$ cat config.mk
export PLATFORM = sky130hd
export DESIGN_NAME = ast_axis
export DESIGN_NICKNAME = d
export VERILOG_FILES = /design/src/shared/ast_pkg.sv /design/src/rtl/ast_axis.sv /design/src/rtl/ast_pulse.sv /design/src/rtl/ast_sync.sv
export SDC_FILE = /design/constraint.sdc
export NUM_CORES = 1
export LEC_CHECK = 0
export ABC_AREA = 1
export BUFFER_PORTS_ARGS = -buffer_cell sky130_fd_sc_hd__buf_2
export CAP_MARGIN = 5
export CORE_MARGIN = 2
export CORE_UTILIZATION = 35
export CTS_BUF_LIST = sky130_fd_sc_hd__clkbuf_8 sky130_fd_sc_hd__clkbuf_16
export DETAILED_ROUTE_END_ITERATION = 8
export PLACE_DENSITY = 0.69
export SLEW_MARGIN = 5
export SYNTH_ARGS = -nofsm -noshare
export SYNTH_HDL_FRONTEND = slang
export SYNTH_SLANG_ARGS = --single-unit
$ cat constraint.sdc
create_clock -name i_sys_clk -period 8.9 [get_ports i_sys_clk]
set_clock_uncertainty 0.1 [all_clocks]
set_input_delay 0.89 -clock i_sys_clk [delete_from_list [all_inputs] [get_ports i_sys_clk]]
set_output_delay 0.89 -clock i_sys_clk [all_outputs]
set_load 0.02 [all_outputs]
$ cat src/shared/ast_pkg.sv
// Constants and types shared by the axis status and command logic
// Operation
// - Bit 0: start written, cleared at stop unless a queued start launches
// - Bit 1: running, mirrors inverted busy pin
// - Bit 2: stop interrupt, zero when disabled
// - Stop interrupt clears after read or 2Dh
// - Bit 3: stopped, cleared by start
// - Bits 4,5: error/event, clear when factors zero
// - Bits 7,6: sequence number from mode setting
// - Bits 8,9: comparator one and two met
// - Bit 10: selected counter above compare three
// - Bit 11: selected counter below compare four
// - Bit 13: feed written idle or remaining count
// - Off-target flag clears after read or 2Eh
// - Bit 14: continuous pre-register confirmed
// - Sub bits 7..0: general-purpose pin levels
// - Sub bits 8..10: accel, decel, constant
// - Sub bits 11..15: alarm, limits, origin, slowdown
// - 50h..53h start, or queue while running
// - 54h..57h resume in mode 41h, idle only
// - 06h pulses start pin; 2Ah starts own
// - 40h..43h speed change in modes 00h, 08h, 41h, ignored when stopped
// - 49h, 4Ah, 05h stop and leave mode
// - 07h pulses stop pin, stops if enabled
// - Status refreshes only while read strobe high
package ast_pkg;

	////////////////////////////////////////////////////////////////////////////
	// Main status bit positions
	localparam int MS_START_WR  = 0;
	localparam int MS_RUNNING   = 1;
	localparam int MS_STOP_IRQ  = 2;
	localparam int MS_STOPPED   = 3;
	localparam int MS_ERR_IRQ   = 4;
	localparam int MS_EVT_IRQ   = 5;
	localparam int MS_STEP_LO   = 6;
	localparam int MS_STEP_HI   = 7;
	localparam int MS_CMP_ONE   = 8;
	localparam int MS_CMP_TWO   = 9;
	localparam int MS_POS_LIM   = 10;
	localparam int MS_NEG_LIM   = 11;
	localparam int MS_RSVD_LO   = 12;
	localparam int MS_OFF_TGT   = 13;
	localparam int MS_PRELOAD   = 14;
	localparam int MS_RSVD_HI   = 15;

	////////////////////////////////////////////////////////////////////////////
	// Sub status bit positions
	localparam int SS_GP_LO     = 0;
	localparam int SS_ACCEL     = 8;
	localparam int SS_DECEL     = 9;
	localparam int SS_CONST     = 10;
	localparam int SS_ALARM     = 11;

	// Reset value of both status words
	localparam logic [15:0] STATUS_RST = 16'h0000;

	////////////////////////////////////////////////////////////////////////////
	// Command codes
	localparam logic [7:0] CMD_EMG_ALL   = 8'h05;
	localparam logic [7:0] CMD_GRP_START = 8'h06;
	localparam logic [7:0] CMD_GRP_STOP  = 8'h07;
	localparam logic [7:0] CMD_OWN_START = 8'h2A;
	localparam logic [7:0] CMD_CLR_STOP  = 8'h2D;
	localparam logic [7:0] CMD_CLR_OFFT  = 8'h2E;
	localparam logic [7:0] CMD_SPEED_LO  = 8'h40;
	localparam logic [7:0] CMD_SPEED_HI  = 8'h43;
	localparam logic [7:0] CMD_HALT_NOW  = 8'h49;
	localparam logic [7:0] CMD_RAMP_HALT = 8'h4A;
	localparam logic [7:0] CMD_START_LO  = 8'h50;
	localparam logic [7:0] CMD_START_HI  = 8'h53;
	localparam logic [7:0] CMD_RESUME_LO = 8'h54;
	localparam logic [7:0] CMD_RESUME_HI = 8'h57;

	////////////////////////////////////////////////////////////////////////////
	// Operation modes and run conditions
	localparam logic [6:0] MODE_CONT_A   = 7'h00;
	localparam logic [6:0] MODE_CONT_B   = 7'h08;
	localparam logic [6:0] MODE_INCR     = 7'h41;
	localparam logic [3:0] COND_IDLE     = 4'h0;
	localparam logic [3:0] COND_SYNC     = 4'h2;
	localparam logic [3:0] COND_RUN      = 4'hF;

	// One-shot low time on the common pins, in ns, and its cycle count
	localparam int CLK_PERIOD_NS = 8;
	localparam int PULSE_NS      = 80;
	localparam int PULSE_CYC     = (PULSE_NS + CLK_PERIOD_NS - 1) / CLK_PERIOD_NS;
	localparam logic [3:0] PULSE_CNT = 4'(PULSE_CYC);

	// Synchronised pin vector layout
	localparam int PIN_W = 16;
	localparam logic [PIN_W-1:0] PIN_RST = 16'hE000;

	// Axis activity states, Gray along idle-wait-run-stopping
	typedef enum logic [1:0] {
		ST_IDLE = 2'b00,
		ST_WAIT = 2'b01,
		ST_RUN  = 2'b11,
		ST_STOP = 2'b10
	} ast_state_t;

endpackage

$ cat src/rtl/ast_axis.sv
// Per-axis status words and operation command handling
`timescale 1ns/1ps
module ast_axis
	import ast_pkg::*;
(
	input  wire logic        i_sys_clk,
	input  wire logic        i_reset,
	input  wire logic        i_clk_en,
	// Host command and status port
	input  wire logic        i_cmd_wr,
	input  wire logic [7:0]  i_cmd_code,
	input  wire logic        i_rd_n,
	output logic      [15:0] o_main_status,
	output logic      [15:0] o_sub_status,
	// Settings held elsewhere in the device
	input  wire logic        i_stop_irq_enable,
	input  wire logic        i_manual_clear_sel,
	input  wire logic [1:0]  i_step_number_field,
	input  wire logic [6:0]  i_op_mode_field,
	input  wire logic        i_sync_stop_enable,
	input  wire logic        i_sync_start_wait,
	input  wire logic        i_limit_counter_select,
	input  wire logic [31:0] i_counter_one,
	input  wire logic [31:0] i_counter_two,
	input  wire logic [31:0] i_compare_data_three,
	input  wire logic [31:0] i_compare_data_four,
	input  wire logic [10:0] i_error_factors,
	input  wire logic [19:0] i_event_factors,
	input  wire logic [31:0] i_remaining_count,
	input  wire logic        i_feed_amount_wr,
	input  wire logic        i_override_active,
	input  wire logic        i_preload_confirmed,
	// Pulse generator state
	input  wire logic        i_cmp_one_met,
	input  wire logic        i_cmp_two_met,
	input  wire logic        i_accelerating,
	input  wire logic        i_decelerating,
	input  wire logic        i_constant_speed,
	input  wire logic        i_motion_done,
	// Pins
	input  wire logic [7:0]  i_gp_pin_levels,
	input  wire logic        i_alarm_in,
	input  wire logic        i_pos_end_limit,
	input  wire logic        i_neg_end_limit,
	input  wire logic        i_origin_in,
	input  wire logic        i_slowdown_latched,
	input  wire logic        i_common_start_pin,
	output logic             o_common_start_pin_o,
	output logic             o_common_start_pin_oe,
	input  wire logic        i_common_stop_pin,
	output logic             o_common_stop_pin_o,
	output logic             o_common_stop_pin_oe,
	output logic             o_axis_active_n,
	// Requests to the pulse generator
	output logic             o_start_req,
	output logic      [1:0]  o_start_pattern,
	output logic             o_resume_req,
	output logic             o_speed_req,
	output logic      [1:0]  o_speed_sel,
	output logic             o_halt_now,
	output logic             o_ramp_halt,
	output logic             o_emg_all,
	output logic      [3:0]  o_run_condition
);

	////////////////////////////////////////////////////////////////////////////
	// Pin synchronisation

	logic [PIN_W-1:0] pin_s;
	logic             rd_s;
	logic             rd_d_r;
	logic             cstart_s;
	logic             cstart_d_r;
	logic             cstop_s;
	logic             cstop_d_r;

	ast_sync #(
		.W   (PIN_W),
		.RST (PIN_RST)
	) u_pin_sync (
		.i_sys_clk (i_sys_clk),
		.i_reset   (i_reset),
		.i_clk_en  (i_clk_en),
		.i_async   ({i_rd_n, i_common_start_pin, i_common_stop_pin,
		             i_slowdown_latched, i_origin_in, i_neg_end_limit,
		             i_pos_end_limit, i_alarm_in, i_gp_pin_levels}),
		.o_sync    (pin_s)
	);

	assign rd_s     = pin_s[15];
	assign cstart_s = pin_s[14];
	assign cstop_s  = pin_s[13];

	// Delayed copies for edge detection
	always_ff @(posedge i_sys_clk or posedge i_reset) begin
		if (i_reset) begin
			rd_d_r     <= 1'b1;
			cstart_d_r <= 1'b1;
			cstop_d_r  <= 1'b1;
		end else if (i_clk_en) begin
			rd_d_r     <= rd_s;
			cstart_d_r <= cstart_s;
			cstop_d_r  <= cstop_s;
		end
	end

	logic read_done;
	logic cstart_fall;
	logic cstop_fall;

	assign read_done   = rd_s & ~rd_d_r;
	assign cstart_fall = ~cstart_s & cstart_d_r;
	assign cstop_fall  = ~cstop_s & cstop_d_r;

	////////////////////////////////////////////////////////////////////////////
	// Command decode

	logic cmd;
	logic is_start;
	logic is_resume;
	logic is_speed;
	logic is_grp_start;
	logic is_own_start;
	logic is_halt;
	logic is_ramp;
	logic is_emg;
	logic is_grp_stop;
	logic speed_mode;
	logic running;

	assign cmd          = i_cmd_wr & i_clk_en;
	assign is_start     = cmd && i_cmd_code >= CMD_START_LO && i_cmd_code <= CMD_START_HI;
	assign is_resume    = cmd && i_cmd_code >= CMD_RESUME_LO && i_cmd_code <= CMD_RESUME_HI &&
	                      i_op_mode_field == MODE_INCR;
	assign is_speed     = cmd && i_cmd_code >= CMD_SPEED_LO && i_cmd_code <= CMD_SPEED_HI;
	assign is_grp_start = cmd && i_cmd_code == CMD_GRP_START;
	assign is_own_start = cmd && i_cmd_code == CMD_OWN_START;
	assign is_halt      = cmd && i_cmd_code == CMD_HALT_NOW;
	assign is_ramp      = cmd && i_cmd_code == CMD_RAMP_HALT;
	assign is_emg       = cmd && i_cmd_code == CMD_EMG_ALL;
	assign is_grp_stop  = cmd && i_cmd_code == CMD_GRP_STOP;
	assign speed_mode   = i_op_mode_field == MODE_CONT_A ||
	                      i_op_mode_field == MODE_CONT_B ||
	                      i_op_mode_field == MODE_INCR;

	////////////////////////////////////////////////////////////////////////////
	// Axis activity state machine

	ast_state_t state_r;
	ast_state_t state_nxt;
	logic       pend_r;
	logic [1:0] pend_pat_r;
	logic       sync_stop;
	logic       stop_evt;
	logic       go;
	logic [1:0] go_pat;

	assign running   = state_r == ST_RUN || state_r == ST_STOP;
	assign sync_stop = i_sync_stop_enable & (is_grp_stop | cstop_fall);
	// Start signal for an axis waiting on the group start
	assign go        = is_grp_start | is_own_start | cstart_fall;

	// Next state from commands and motion completion
	always_comb begin
		state_nxt = state_r;
		case (state_r)
			ST_IDLE: begin
				if (is_start || is_resume) begin
					state_nxt = i_sync_start_wait ? ST_WAIT : ST_RUN;
				end
			end
			ST_WAIT: begin
				if (is_halt || is_emg || is_ramp || sync_stop) begin
					state_nxt = ST_IDLE;
				end else if (go) begin
					state_nxt = ST_RUN;
				end
			end
			ST_RUN: begin
				if (is_halt || is_emg || sync_stop) begin
					state_nxt = ST_IDLE;
				end else if (is_ramp) begin
					state_nxt = ST_STOP;
				end else if (i_motion_done) begin
					state_nxt = ST_IDLE;
				end
			end
			ST_STOP: begin
				if (is_halt || is_emg || sync_stop || i_motion_done) begin
					state_nxt = ST_IDLE;
				end
			end
			default: state_nxt = ST_IDLE;
		endcase
	end

	// A queued start launches the next operation when this one ends, unless it ends on 49h or 05h
	assign stop_evt = running && state_nxt == ST_IDLE && i_clk_en;
	assign go_pat   = pend_r ? pend_pat_r : i_cmd_code[1:0];

	always_ff @(posedge i_sys_clk or posedge i_reset) begin
		if (i_reset) begin
			state_r <= ST_IDLE;
		end else if (i_clk_en) begin
			if (stop_evt && pend_r && !is_emg && !is_halt) begin
				state_r <= i_sync_start_wait ? ST_WAIT : ST_RUN;
			end else begin
				state_r <= state_nxt;
			end
		end
	end

	// Start held while running becomes the next start
	always_ff @(posedge i_sys_clk or posedge i_reset) begin
		if (i_reset) begin
			pend_r     <= 1'b0;
			pend_pat_r <= 2'b00;
		end else if (i_clk_en) begin
			if (is_start && running) begin
				pend_r     <= 1'b1;
				pend_pat_r <= i_cmd_code[1:0];
			end else if (stop_evt || is_emg) begin
				pend_r <= 1'b0;
			end
		end
	end

	////////////////////////////////////////////////////////////////////////////
	// Requests to the pulse generator

	always_ff @(posedge i_sys_clk or posedge i_reset) begin
		if (i_reset) begin
			o_start_req     <= 1'b0;
			o_start_pattern <= 2'b00;
			o_resume_req    <= 1'b0;
			o_speed_req     <= 1'b0;
			o_speed_sel     <= 2'b00;
			o_halt_now      <= 1'b0;
			o_ramp_halt     <= 1'b0;
			o_emg_all       <= 1'b0;
		end else if (i_clk_en) begin
			o_start_req  <= (is_start && state_r == ST_IDLE) ||
			                (stop_evt && pend_r && !is_emg && !is_halt);
			o_resume_req <= is_resume && state_r == ST_IDLE &&
			                i_op_mode_field == MODE_INCR;
			o_speed_req  <= is_speed && running && speed_mode;
			o_halt_now   <= (is_halt || sync_stop) && state_r != ST_IDLE;
			o_ramp_halt  <= is_ramp && state_r == ST_RUN;
			o_emg_all    <= is_emg;
			if (is_start || is_resume) begin
				o_start_pattern <= i_cmd_code[1:0];
			end else if (stop_evt && pend_r) begin
				o_start_pattern <= go_pat;
			end
			if (is_speed) begin
				o_speed_sel <= i_cmd_code[1:0];
			end
		end
	end

	// Busy pin and run condition
	always_ff @(posedge i_sys_clk or posedge i_reset) begin
		if (i_reset) begin
			o_axis_active_n <= 1'b1;
			o_run_condition <= COND_IDLE;
		end else if (i_clk_en) begin
			o_axis_active_n <= ~(state_r == ST_RUN || state_r == ST_STOP);
			case (state_r)
				ST_WAIT: o_run_condition <= COND_SYNC;
				ST_RUN:  o_run_condition <= COND_RUN;
				ST_STOP: o_run_condition <= COND_RUN;
				default: o_run_condition <= COND_IDLE;
			endcase
		end
	end

	////////////////////////////////////////////////////////////////////////////
	// Common pin one-shots

	ast_pulse u_start_pulse (
		.i_sys_clk (i_sys_clk),
		.i_reset   (i_reset),
		.i_clk_en  (i_clk_en),
		.i_fire    (is_grp_start),
		.o_pin_o   (o_common_start_pin_o),
		.o_pin_oe  (o_common_start_pin_oe)
	);

	ast_pulse u_stop_pulse (
		.i_sys_clk (i_sys_clk),
		.i_reset   (i_reset),
		.i_clk_en  (i_clk_en),
		.i_fire    (is_grp_stop),
		.o_pin_o   (o_common_stop_pin_o),
		.o_pin_oe  (o_common_stop_pin_oe)
	);

	////////////////////////////////////////////////////////////////////////////
	// Sticky status flags

	logic start_wr_r;
	logic stopped_r;
	logic stop_irq_r;
	logic off_tgt_r;
	logic clr_stop;
	logic clr_offt;
	logic starting;

	assign starting = is_start || is_resume;
	assign clr_stop = i_manual_clear_sel ? (cmd && i_cmd_code == CMD_CLR_STOP)
	                                     : read_done;
	assign clr_offt = i_manual_clear_sel ? (cmd && i_cmd_code == CMD_CLR_OFFT)
	                                     : read_done;

	// Start written and stopped flags
	always_ff @(posedge i_sys_clk or posedge i_reset) begin
		if (i_reset) begin
			start_wr_r <= 1'b0;
			stopped_r  <= 1'b0;
		end else if (i_clk_en) begin
			if (starting) begin
				start_wr_r <= 1'b1;
				stopped_r  <= 1'b0;
			end else if (stop_evt) begin
				start_wr_r <= pend_r && !is_emg && !is_halt;
				stopped_r  <= 1'b1;
			end
		end
	end

	// Stop interrupt, set wins over clear
	always_ff @(posedge i_sys_clk or posedge i_reset) begin
		if (i_reset) begin
			stop_irq_r <= 1'b0;
		end else if (i_clk_en) begin
			if (!i_stop_irq_enable) begin
				stop_irq_r <= 1'b0;
			end else if (stop_evt) begin
				stop_irq_r <= 1'b1;
			end else if (clr_stop) begin
				stop_irq_r <= 1'b0;
			end
		end
	end

	// Stopped short of the target, set wins over clear
	always_ff @(posedge i_sys_clk or posedge i_reset) begin
		if (i_reset) begin
			off_tgt_r <= 1'b0;
		end else if (i_clk_en) begin
			if ((i_feed_amount_wr && state_r == ST_IDLE && !i_override_active) ||
			    (stop_evt && i_remaining_count != 32'h00000000)) begin
				off_tgt_r <= 1'b1;
			end else if (clr_offt || starting) begin
				off_tgt_r <= 1'b0;
			end
		end
	end

	////////////////////////////////////////////////////////////////////////////
	// Status word assembly and refresh

	logic [31:0] lim_cnt;
	logic [15:0] main_nxt;
	logic [15:0] sub_nxt;

	assign lim_cnt = i_limit_counter_select ? i_counter_two : i_counter_one;

	// Main status word
	always_comb begin
		main_nxt                        = STATUS_RST;
		main_nxt[MS_START_WR]           = start_wr_r;
		main_nxt[MS_RUNNING]            = running;
		main_nxt[MS_STOP_IRQ]           = stop_irq_r;
		main_nxt[MS_STOPPED]            = stopped_r;
		main_nxt[MS_ERR_IRQ]            = |i_error_factors;
		main_nxt[MS_EVT_IRQ]            = |i_event_factors;
		main_nxt[MS_STEP_HI:MS_STEP_LO] = i_step_number_field;
		main_nxt[MS_CMP_ONE]            = i_cmp_one_met;
		main_nxt[MS_CMP_TWO]            = i_cmp_two_met;
		main_nxt[MS_POS_LIM]            = $signed(lim_cnt) > $signed(i_compare_data_three);
		main_nxt[MS_NEG_LIM]            = $signed(lim_cnt) < $signed(i_compare_data_four);
		main_nxt[MS_RSVD_LO]            = 1'b0;
		main_nxt[MS_OFF_TGT]            = off_tgt_r;
		main_nxt[MS_PRELOAD]            = i_preload_confirmed;
		main_nxt[MS_RSVD_HI]            = 1'b0;
	end

	// Sub status word from synchronised pins and speed phase
	always_comb begin
		sub_nxt                       = STATUS_RST;
		sub_nxt[SS_GP_LO +: 8]        = pin_s[7:0];
		sub_nxt[SS_ACCEL]             = i_accelerating;
		sub_nxt[SS_DECEL]             = i_decelerating;
		sub_nxt[SS_CONST]             = i_constant_speed;
		sub_nxt[SS_ALARM +: 5]        = pin_s[12:8];
	end

	// Words hold still while the read strobe is low
	always_ff @(posedge i_sys_clk or posedge i_reset) begin
		if (i_reset) begin
			o_main_status <= STATUS_RST;
			o_sub_status  <= STATUS_RST;
		end else if (i_clk_en && rd_s) begin
			o_main_status <= main_nxt;
			o_sub_status  <= sub_nxt;
		end
	end

endmodule // ast_axis

$ cat src/rtl/ast_pulse.sv
// Open-drain one-shot driver for a common start or stop pin
`timescale 1ns/1ps
module ast_pulse
	import ast_pkg::*;
(
	input  wire logic i_sys_clk,
	input  wire logic i_reset,
	input  wire logic i_clk_en,
	input  wire logic i_fire,
	output logic      o_pin_o,
	output logic      o_pin_oe
);

	logic [3:0] cnt_r;

	// Pull low for a fixed count; a new fire restarts the count
	always_ff @(posedge i_sys_clk or posedge i_reset) begin
		if (i_reset) begin
			cnt_r    <= 4'h0;
			o_pin_oe <= 1'b0;
			o_pin_o  <= 1'b0;
		end else if (i_clk_en) begin
			o_pin_o <= 1'b0;
			if (i_fire) begin
				cnt_r    <= PULSE_CNT - 4'h1;
				o_pin_oe <= 1'b1;
			end else if (cnt_r != 4'h0) begin
				cnt_r <= cnt_r - 4'h1;
			end else begin
				o_pin_oe <= 1'b0;
			end
		end
	end

endmodule // ast_pulse

$ cat src/rtl/ast_sync.sv
// Two-flop synchroniser for a vector of pin inputs
`timescale 1ns/1ps
module ast_sync
	import ast_pkg::*;
#(
	parameter int             W   = 1,
	parameter logic [W-1:0]   RST = '0
)(
	input  wire logic         i_sys_clk,
	input  wire logic         i_reset,
	input  wire logic         i_clk_en,
	input  wire logic [W-1:0] i_async,
	output logic      [W-1:0] o_sync
);

	logic [W-1:0] meta_r;

	// First stage feeds only the second stage
	always_ff @(posedge i_sys_clk or posedge i_reset) begin
		if (i_reset) begin
			meta_r <= RST;
			o_sync <= RST;
		end else if (i_clk_en) begin
			meta_r <= i_async;
			o_sync <= meta_r;
		end
	end

endmodule // ast_sync

==> summary.md, run 1 <==
| Metric | Value |
|---|---|
| Status | `completed` |
| Peak supply drop | `0.0782 mV` |
| Crit-path leading delay family | `simple AND/OR/NAND/NOR gates` |
| Root cell of the clock tree | `sky130_fd_sc_hd__clkbuf_16` |
| Count of vias placed by the detailed router | `6616` |
| Final count of pins violating max slew | `0` |
| FMAX | `0.274 GHz` |
| Cell types with the highest counts after synthesis | `316 x sky130_fd_sc_hd__nand2_1, 136 x sky130_fd_sc_hd__inv_1, 87 x sky130_fd_sc_hd__dfrtp_1` |
| Final number of setup-violating endpoints | `0` |
| Leading post-synthesis cells by cell area | `sky130_fd_sc_hd__dfrtp_1 34%, sky130_fd_sc_hd__nand2_1 18%, sky130_fd_sc_hd__ha_1 13%` |
| Fill cells | `1839` |
| Setup repair after global routing missed its margin | `false` |
| Worst skew pair latency | `340 ps` |
| Placed cell count | `1390` |
| Number of instances in the synthesized netlist | `896` |
| Min Clock Period, post-route | `3660 ps` |
| All-layer global routing usage | `19.6%` |
| Final routed wirelength across all metal layers | `19100 um` |
| Reported max-cap violation count | `0` |
| Number of nets at the end of the flow | `1480` |
| HPWL reported at the end of detailed placement | `15400 um` |
| Drt drc | `0` |
| Synth area leader | `sky130_fd_sc_hd__dfrtp_1` |
| CP most frequent cell | `sky130_fd_sc_hd__nand2_1` |
| Overall die area | `19500 um2` |
| Count of TritonRoute iterations in the first routing pass | `5` |
| Pleak | `4.99 nW` |
| Number of standard-cell rows in the floorplan | `49` |
| Category of the worst setup path capture point | `flip-flop` |
| Class of the worst hold path | `reg2reg` |
| Total I/O pin count | `293` |
| Initial antenna violation count | `2` |
| Biggest fanout along the worst timing path | `33` |
| Startpoint type of the worst setup path | `primary input` |
| Fraction of layout instances using a drive strength above 1 | `28.3%` |
| Post-route non-filler standard cell count | `1408` |
| Fraction of registers with async set/reset | `100%` |
| Area of the core | `18000 um2` |
| Area share of the leading cell type in the synthesized netlist | `33.8%` |
| Number of buffers created by CTS | `9` |
| Final Wtd Congestion | `0.858` |
| Worst endpoint data arrival time | `3790 ps` |
| Number of unique standard cell types used by synthesis | `42` |
| Maximum number of pins on one net before global-route repair | `73` |
| Slew at the pin closest to its max-slew limit | `1080 ps` |
| Period utilisation layout | `41.1%` |
| Average wire per cell in the routed design | `13.6 um` |
| Via count of the first global-routing pass | `6538` |
| WS Path Type | `in2reg` |
| Slowest stage cell, crit path | `sky130_fd_sc_hd__inv_1` |
| Remaining max-slew budget at the tightest pin | `28.2%` |
| First-pass GRT wire length | `31000 um` |
| Aggregate global routing overflow | `0` |
| Cell chain of the critical path | `buf_2, inv_1, nand2_1, nand2_1, ha_1, nand2_1, nor2_1, nand4_1, nor4b_1, a31oi_1, nand3_1, nand2_1` |
| Share of synthesized area occupied by flip-flops and latches | `37.8%` |
| Number of flops mapped to enable cells by yosys | `0` |
| Count of final hold-check violations | `0` |
| Total clock sinks | `97` |
| Count of instances resized after the clock tree is built | `0` |
| Setup TNS Final | `0 ps` |
| Count of hold-fix buffers inserted at cts | `0` |
| Power density normalized to cell area | `165 nW/um2` |
| H-Tree Depth | `3` |
| DIE WIDTH | `140 um` |
| Post-CTS repair timing setup buffer count | `0` |
| Count of yosys warnings during synthesis | `0` |
| Initial Util | `35.8%` |
| First-iteration detailed-routing DRC count | `279` |
| Vert. Die Dim | `140 um` |
| WP buf/inv | `2` |
| Area of the mapped netlist | `6450 um2` |
| Mapped Avg Cell Area | `7.20 um2` |
| Predominant post-synthesis flop cell | `sky130_fd_sc_hd__dfrtp_1` |
| TritonCTS clock tree | `built` |
| Layout area overhead | `30.0%` |
| Total of flip-flops plus latches after synthesis | `97` |
| Count of input and output buffers | `288` |
| Post-route ant nets | `0` |
| Worst-path clk slew | `70 ps` |
| Clock tree buffer depth | `2` |
| Cell with the most instances after synthesis | `sky130_fd_sc_hd__nand2_1` |
| Largest incremental delay on the critical path | `630 ps` |
| Data required, critical path | `9030 ps` |
| Via density per instance | `4.70` |
==> area by class of cell <==
type                            instances  area (um2)  share of cell area, %
Antenna cell                            2        5.00                 0.0597
Clock buffer                           10         239                   2.85
Clock inverter                          6        60.1                  0.717
Inverter                              138         523                   6.24
Multi-Input combinational cell        635        3360                   40.1
Sequential cell                        97        2440                   29.1
Tap cell                              229         287                   3.42
Timing Repair Buffer                  291        1460                   17.5
==> cell families after synthesis <==
family,synth area share (%)
AND/OR/NAND/NOR,28.4
buffers and inverters,10.2
AO/OA/AOI/OAI,10.6
flip-flops,37.8
adder cells (fa/ha/maj),12.8
XOR/XNOR,0.136
other,0.0582
==> worst paths after layout <==
kind / start / endpoint / slack, ps / cells after the start
max in group asynchronous: i_reset / o_sub_status[4] / 7080 / 3
min in group asynchronous: i_reset / o_main_status[14] / 410 / 2
setup / recovery: i_limit_counter_select / o_main_status[10] / 5240 / 12
setup reg to reg: state_r[1] / o_start_pattern[0] / 7140 / 9
hold reg to reg: u_pin_sync.meta_r[14] / u_pin_sync.meta_r[14] / 360 / 2
hold / removal: u_pin_sync.meta_r[14] / u_pin_sync.meta_r[14] / 360 / 2
==> metal layers <==
| layer | global-route usage [%] | routed length (um) | vias to the layer above |
|---|---|---|---|
| li1 | - | - | 3407 |
| met1 | 23.5 | 7980 | 2943 |
| met2 | 36.1 | 9550 | 246 |
| met3 | 3.75 | 1330 | 20 |
| met4 | 4.37 | 243 | 0 |
| met5 | 0 | 0 | - |
==> per-stage QoR <==
stage	power (mW)	utilization, %	hold WS (ps)	cell area [um2]	setup slack [ps]
6_report	1.39	46.5	363	8380	5240
3_3_place_gp	1.00	44.8	354	8080	4900
5_1_grt	1.49	46.5	389	8380	4840
4_1_cts	1.40	46.5	365	8380	5230
2_1_floorplan	0.846	-	342	6460	5390
3_5_place_dp	1.01	44.8	354	8080	4860
==> power by group <==
group / internal (mW) / switching (mW) / total (mW)
Combinational: 0.166 / 0.266 / 0.432
Sequential: 0.524 / 0.0460 / 0.570
Clock: 0.204 / 0.181 / 0.385
Total: 0.894 / 0.493 / 1.39
==> state kept, by name, indices dropped and copies added (netlist names), 2 cells and up <==
signal and count:
pend_pat_r 2, o_sub_status 16, o_speed_sel 2, u_stop_pulse.cnt_r 4, o_start_pattern 2, o_run_condition 2, u_pin_sync.o_sync 16, state_r 2
u_pin_sync.meta_r 16, u_start_pulse.cnt_r 4, o_main_status 14
==> worst reg2reg max path: stages (launching register included) <==
cell and delay [ps]:
sky130_fd_sc_hd__dfrtp_1 470, sky130_fd_sc_hd__nand2_1 80, sky130_fd_sc_hd__nor3_1 380, sky130_fd_sc_hd__a21oi_1 80
sky130_fd_sc_hd__nand2_1 110, sky130_fd_sc_hd__nand2_2 70, sky130_fd_sc_hd__nand2_2 100, sky130_fd_sc_hd__o21ai_1 100
sky130_fd_sc_hd__nand3_1 100, sky130_fd_sc_hd__nand2_1 70
==> cell usage in the layout, fill, tap and decap left out, drive strengths merged, types with 3 or more instances in the layout <==
cell type | netlist | routed
a21o | 4 | 4
nor4 | 18 | 18
dfstp | 10 | 10
clkbuf | 18 | 10
nand3 | 32 | 32
clkinv | 0 | 3
nand3b | 3 | 3
a21oi | 40 | 40
ha | 66 | 66
nand2 | 321 | 321
o21ai | 66 | 66
nor2 | 44 | 44
nor3 | 9 | 9
o22ai | 4 | 4
buf | 11 | 291
nand4 | 7 | 7
conb | 1 | 4
inv | 138 | 141
dfrtp | 87 | 87
Note: power is estimated with default switching activity, not from simulation.
==> run 2, diff against run 1 <==
--- a/config.mk
+++ b/config.mk
@@ -5,7 +5,7 @@
 export SDC_FILE = /design/constraint.sdc
 export NUM_CORES = 1
 export LEC_CHECK = 0
-export ABC_AREA = 1
+export ABC_AREA = 0
 export BUFFER_PORTS_ARGS = -buffer_cell sky130_fd_sc_hd__buf_2
 export CAP_MARGIN = 5
 export CORE_MARGIN = 2
==> constraint.sdc (replaced) <==
create_clock -name i_sys_clk -period 3.5 [get_ports i_sys_clk]
set_clock_uncertainty 0.1 [all_clocks]
set_input_delay 0.35 -clock i_sys_clk [delete_from_list [all_inputs] [get_ports i_sys_clk]]
set_output_delay 0.35 -clock i_sys_clk [all_outputs]
set_load 0.02 [all_outputs]
==> run 2 against run 1 <==
- worst setup slack worse by 4600 ps
- first-iteration DRC count down 10%
- clock power rose to 2.7 times the previous value
- critical path type unchanged
- largest cell class unchanged
- largest power group unchanged
==> summary.md, run 2 <==
| Metric | Value |
|---|---|
| Category of the worst setup path capture point | `flip-flop` |
| Total clock sinks | `97 (unchanged)` |
| Remaining max-slew budget at the tightest pin | `36.3% (+8.1 points)` |
| Reported max-cap violation count | `0 (unchanged)` |
| HPWL reported at the end of detailed placement | `14300 um (-7.1%)` |
| Number of flops mapped to enable cells by yosys | `0 (unchanged)` |
| Highest-count cells in the layout ignoring fill and taps | `288 x sky130_fd_sc_hd__buf_2, 93 x sky130_fd_sc_hd__mux2_2, 87 x sky130_fd_sc_hd__dfrtp_1` |
| TritonCTS clock tree | `built` |
| Fraction of layout instances using a drive strength above 1 | `47.7% (+19 points)` |
| Layout area overhead | `31.2%` |
| Drt drc | `0 (unchanged)` |
| Worst reg2reg setup slack | `1530 ps (-5610 ps)` |
| Timing startpoint of the critical path | `i_limit_counter_select` |
| Area share of the leading cell type in the synthesized netlist | `34.2% (+0.39 points)` |
| Count of TritonRoute iterations in the first routing pass | `4 (-1)` |
| Cell with the most instances after synthesis | `sky130_fd_sc_hd__mux2_2` |
| Startpoint type of the worst setup path | `primary input` |
| Biggest fanout along the worst timing path | `15 (-55%)` |
| Number of buffers created by CTS | `9 (unchanged)` |
| Count of input and output buffers | `288 (unchanged)` |
| Worst hold slack after final layout | `50.3 ps (-313 ps)` |
| Setup repair after global routing missed its margin | `false` |
| Fraction of registers with async set/reset | `100% (unchanged)` |
| Worst-path clk slew | `60 ps (about the same)` |
| Min Clock Period, post-route | `2820 ps` |
| Pleak | `4.30 nW (-14%)` |
| Final Wtd Congestion | `0.843 (-1.8%)` |
| Worst R2R Path Depth | `6 (-3)` |
| Maximum number of pins on one net before global-route repair | `66 (-9.6%)` |
| Synth area leader | `sky130_fd_sc_hd__dfrtp_1` |
| Startpoint of the lowest-slack register-to-register path | `state_r[1]` |
| Leading post-synthesis cells by cell area | `sky130_fd_sc_hd__dfrtp_1 34%, sky130_fd_sc_hd__mux2_2 16%, sky130_fd_sc_hd__ha_1 13%` |
| First-iteration detailed-routing DRC count | `250 (-10%)` |
| Post-route ant nets | `0 (unchanged)` |
| Count of final hold-check violations | `0 (unchanged)` |
| Number of unique standard cell types used by synthesis | `71 (+69%)` |
| Worst skew pair latency | `340 ps (about the same)` |
| H-Tree Depth | `3 (unchanged)` |
| Worst r2r dst | `state_r[0]` |
| FMAX | `0.355 GHz` |
| Final count of pins violating max slew | `0 (unchanged)` |
| Via density per instance | `4.94 (+5.1%)` |
| Initial Util | `35.6% (-0.17 points)` |
| Data required, critical path | `3620 ps (-5410 ps)` |
| CP Capture Point | `o_main_status[10]` |
| Total of flip-flops plus latches after synthesis | `97 (unchanged)` |
| Largest registers | `o_sub_status: 16 flops, u_pin_sync.meta_r: 16 flops, u_pin_sync.o_sync: 16 flops` |
| Status | `completed` |
| Period utilisation layout | `80.5%` |
| Aggregate global routing overflow | `0 (unchanged)` |
| All-layer global routing usage | `17.7% (-1.9 points)` |
| Predominant post-synthesis flop cell | `sky130_fd_sc_hd__dfrtp_1` |
| Clock tree buffer depth | `2 (unchanged)` |
| Power density normalized to cell area | `443 nW/um2 (+170%)` |
| Count of instances resized after the clock tree is built | `0 (unchanged)` |
| Number of nets at the end of the flow | `1212 (-18%)` |
| Slew at the pin closest to its max-slew limit | `949 ps (-126 ps)` |
| Vert. Die Dim | `139 um (-0.56%)` |
| Class of the worst hold path | `in2async` |
| Mapped Avg Cell Area | `10.3 um2 (+44%)` |
| Area of the core | `17900 um2 (-0.68%)` |
| Count of yosys warnings during synthesis | `0 (unchanged)` |
| WS Path Type | `in2reg` |
| Final routed wirelength across all metal layers | `17400 um (-9.1%)` |
| Root cell of the clock tree | `sky130_fd_sc_hd__clkbuf_16` |
| Final number of setup-violating endpoints | `0 (unchanged)` |
| Count of hold-fix buffers inserted at cts | `0 (unchanged)` |
| Fill cells | `1724 (-6.3%)` |
| Number of standard-cell rows in the floorplan | `49 (unchanged)` |
| First-pass GRT wire length | `27800 um (-10%)` |
| Number of instances in the synthesized netlist | `617 (-31%)` |
| Total I/O pin count | `293 (unchanged)` |
| Average wire per cell in the routed design | `15.2 um (+12%)` |
| Post-CTS repair timing setup buffer count | `0 (unchanged)` |
| Cell types with the highest counts after synthesis | `93 x sky130_fd_sc_hd__mux2_2, 87 x sky130_fd_sc_hd__dfrtp_1, 77 x sky130_fd_sc_hd__inv_1` |
| Via count of the first global-routing pass | `5629 (-14%)` |
| Worst endpoint data arrival time | `2930 ps (-860 ps)` |
| Initial antenna violation count | `3 (+1)` |
| Most frequent standard cell in the layout excluding fill and tap cells | `sky130_fd_sc_hd__buf_2` |
| Share of synthesized area occupied by flip-flops and latches | `38.3% (+0.44 points)` |
| Overall die area | `19300 um2 (-1.1%)` |
| Peak supply drop | `0.403 mV (+420%)` |
| DIE WIDTH | `139 um (-0.56%)` |
| Setup TNS Final | `0 ps (unchanged)` |
| Area of the mapped netlist | `6370 um2 (-1.1%)` |
| Count of vias placed by the detailed router | `5626 (-15%)` |
[run 2: changes by cell type after synthesis, sizes merged, moves of 6 or more]
cell    change
nand2     -288
mux2       +93
inv        -61
o21ai      -38
nor2       -22
nand3      -18
a21oi      -14
nand4      +10
a211oi      +6
[run 2: metrics by stage]
stage	cells	power, mW	worst slack, ps	util, %	area [um2]
floorplan	620	2.27	486	-	6390
global placement	1122	2.68	400	45.0	8050
detailed placement	1122	2.71	379	45.0	8050
CTS	1138	3.77	705	46.7	8360
global route	1138	3.95	484	46.7	8360
finish	1139	3.71	682	46.7	8370
[run 2: worst min-delay path by stage]
| stage | start | endpoint |
|---|---|---|
| detailed placement | o_resume_req | o_resume_req |
| finish | i_reset | o_sub_status[0] |
| global placement | rd_d_r | rd_d_r |
| floorplan | rd_d_r | rd_d_r |
| CTS | i_reset | u_pin_sync.o_sync[1] |
| global route | i_reset | u_pin_sync.o_sync[1] |
[run 2: final cells by class]
type	count	area, um2	area share, %
antenna	1	2.50	0.0299
clock buffer	11	253	3.02
clock inverter	5	60.1	0.718
inverter	77	292	3.48
multi-input combinational	423	3530	42.2
sequential	97	2440	29.2
tap	229	287	3.43
timing repair buffer	296	1500	17.9
[run 2: cell families after synthesis]
logic type / Yosys count / synth area share [%]
buf+inv: 100 / 6.56
fa+ha+maj: 66 / 13.0
other cells: 1 / 0.0588
simple gates: 148 / 13.4
xor+xnor: 4 / 0.550
mux: 97 / 17.1
flops: 97 / 38.3
compound gates: 104 / 11.2
[run 2: critical path: stages]
cell and delay [ps]:
sky130_fd_sc_hd__buf_2 310, sky130_fd_sc_hd__buf_4 300, sky130_fd_sc_hd__mux2_2 370, sky130_fd_sc_hd__ha_1 300
sky130_fd_sc_hd__a211oi_1 220, sky130_fd_sc_hd__o21ai_0 120, sky130_fd_sc_hd__a221o_1 340, sky130_fd_sc_hd__a21oi_1 170
sky130_fd_sc_hd__a21oi_1 80, sky130_fd_sc_hd__o41ai_1 370
[run 2: metal layers]
metal  track usage (%)  wire (um)  share of wire (%)
met4              7.34        600                3.5
met1              21.5       7050                 41
met2              29.7       8340                 48
met3              5.04       1360                7.8
met5                 0          7              0.040
[run 2: report_power, final]
group,switching [mW],total (mW),internal [mW]
Combinational,0.627,1.16,0.534
Sequential,0.142,1.51,1.37
Clock,0.433,1.03,0.599
Total,1.20,3.71,2.50
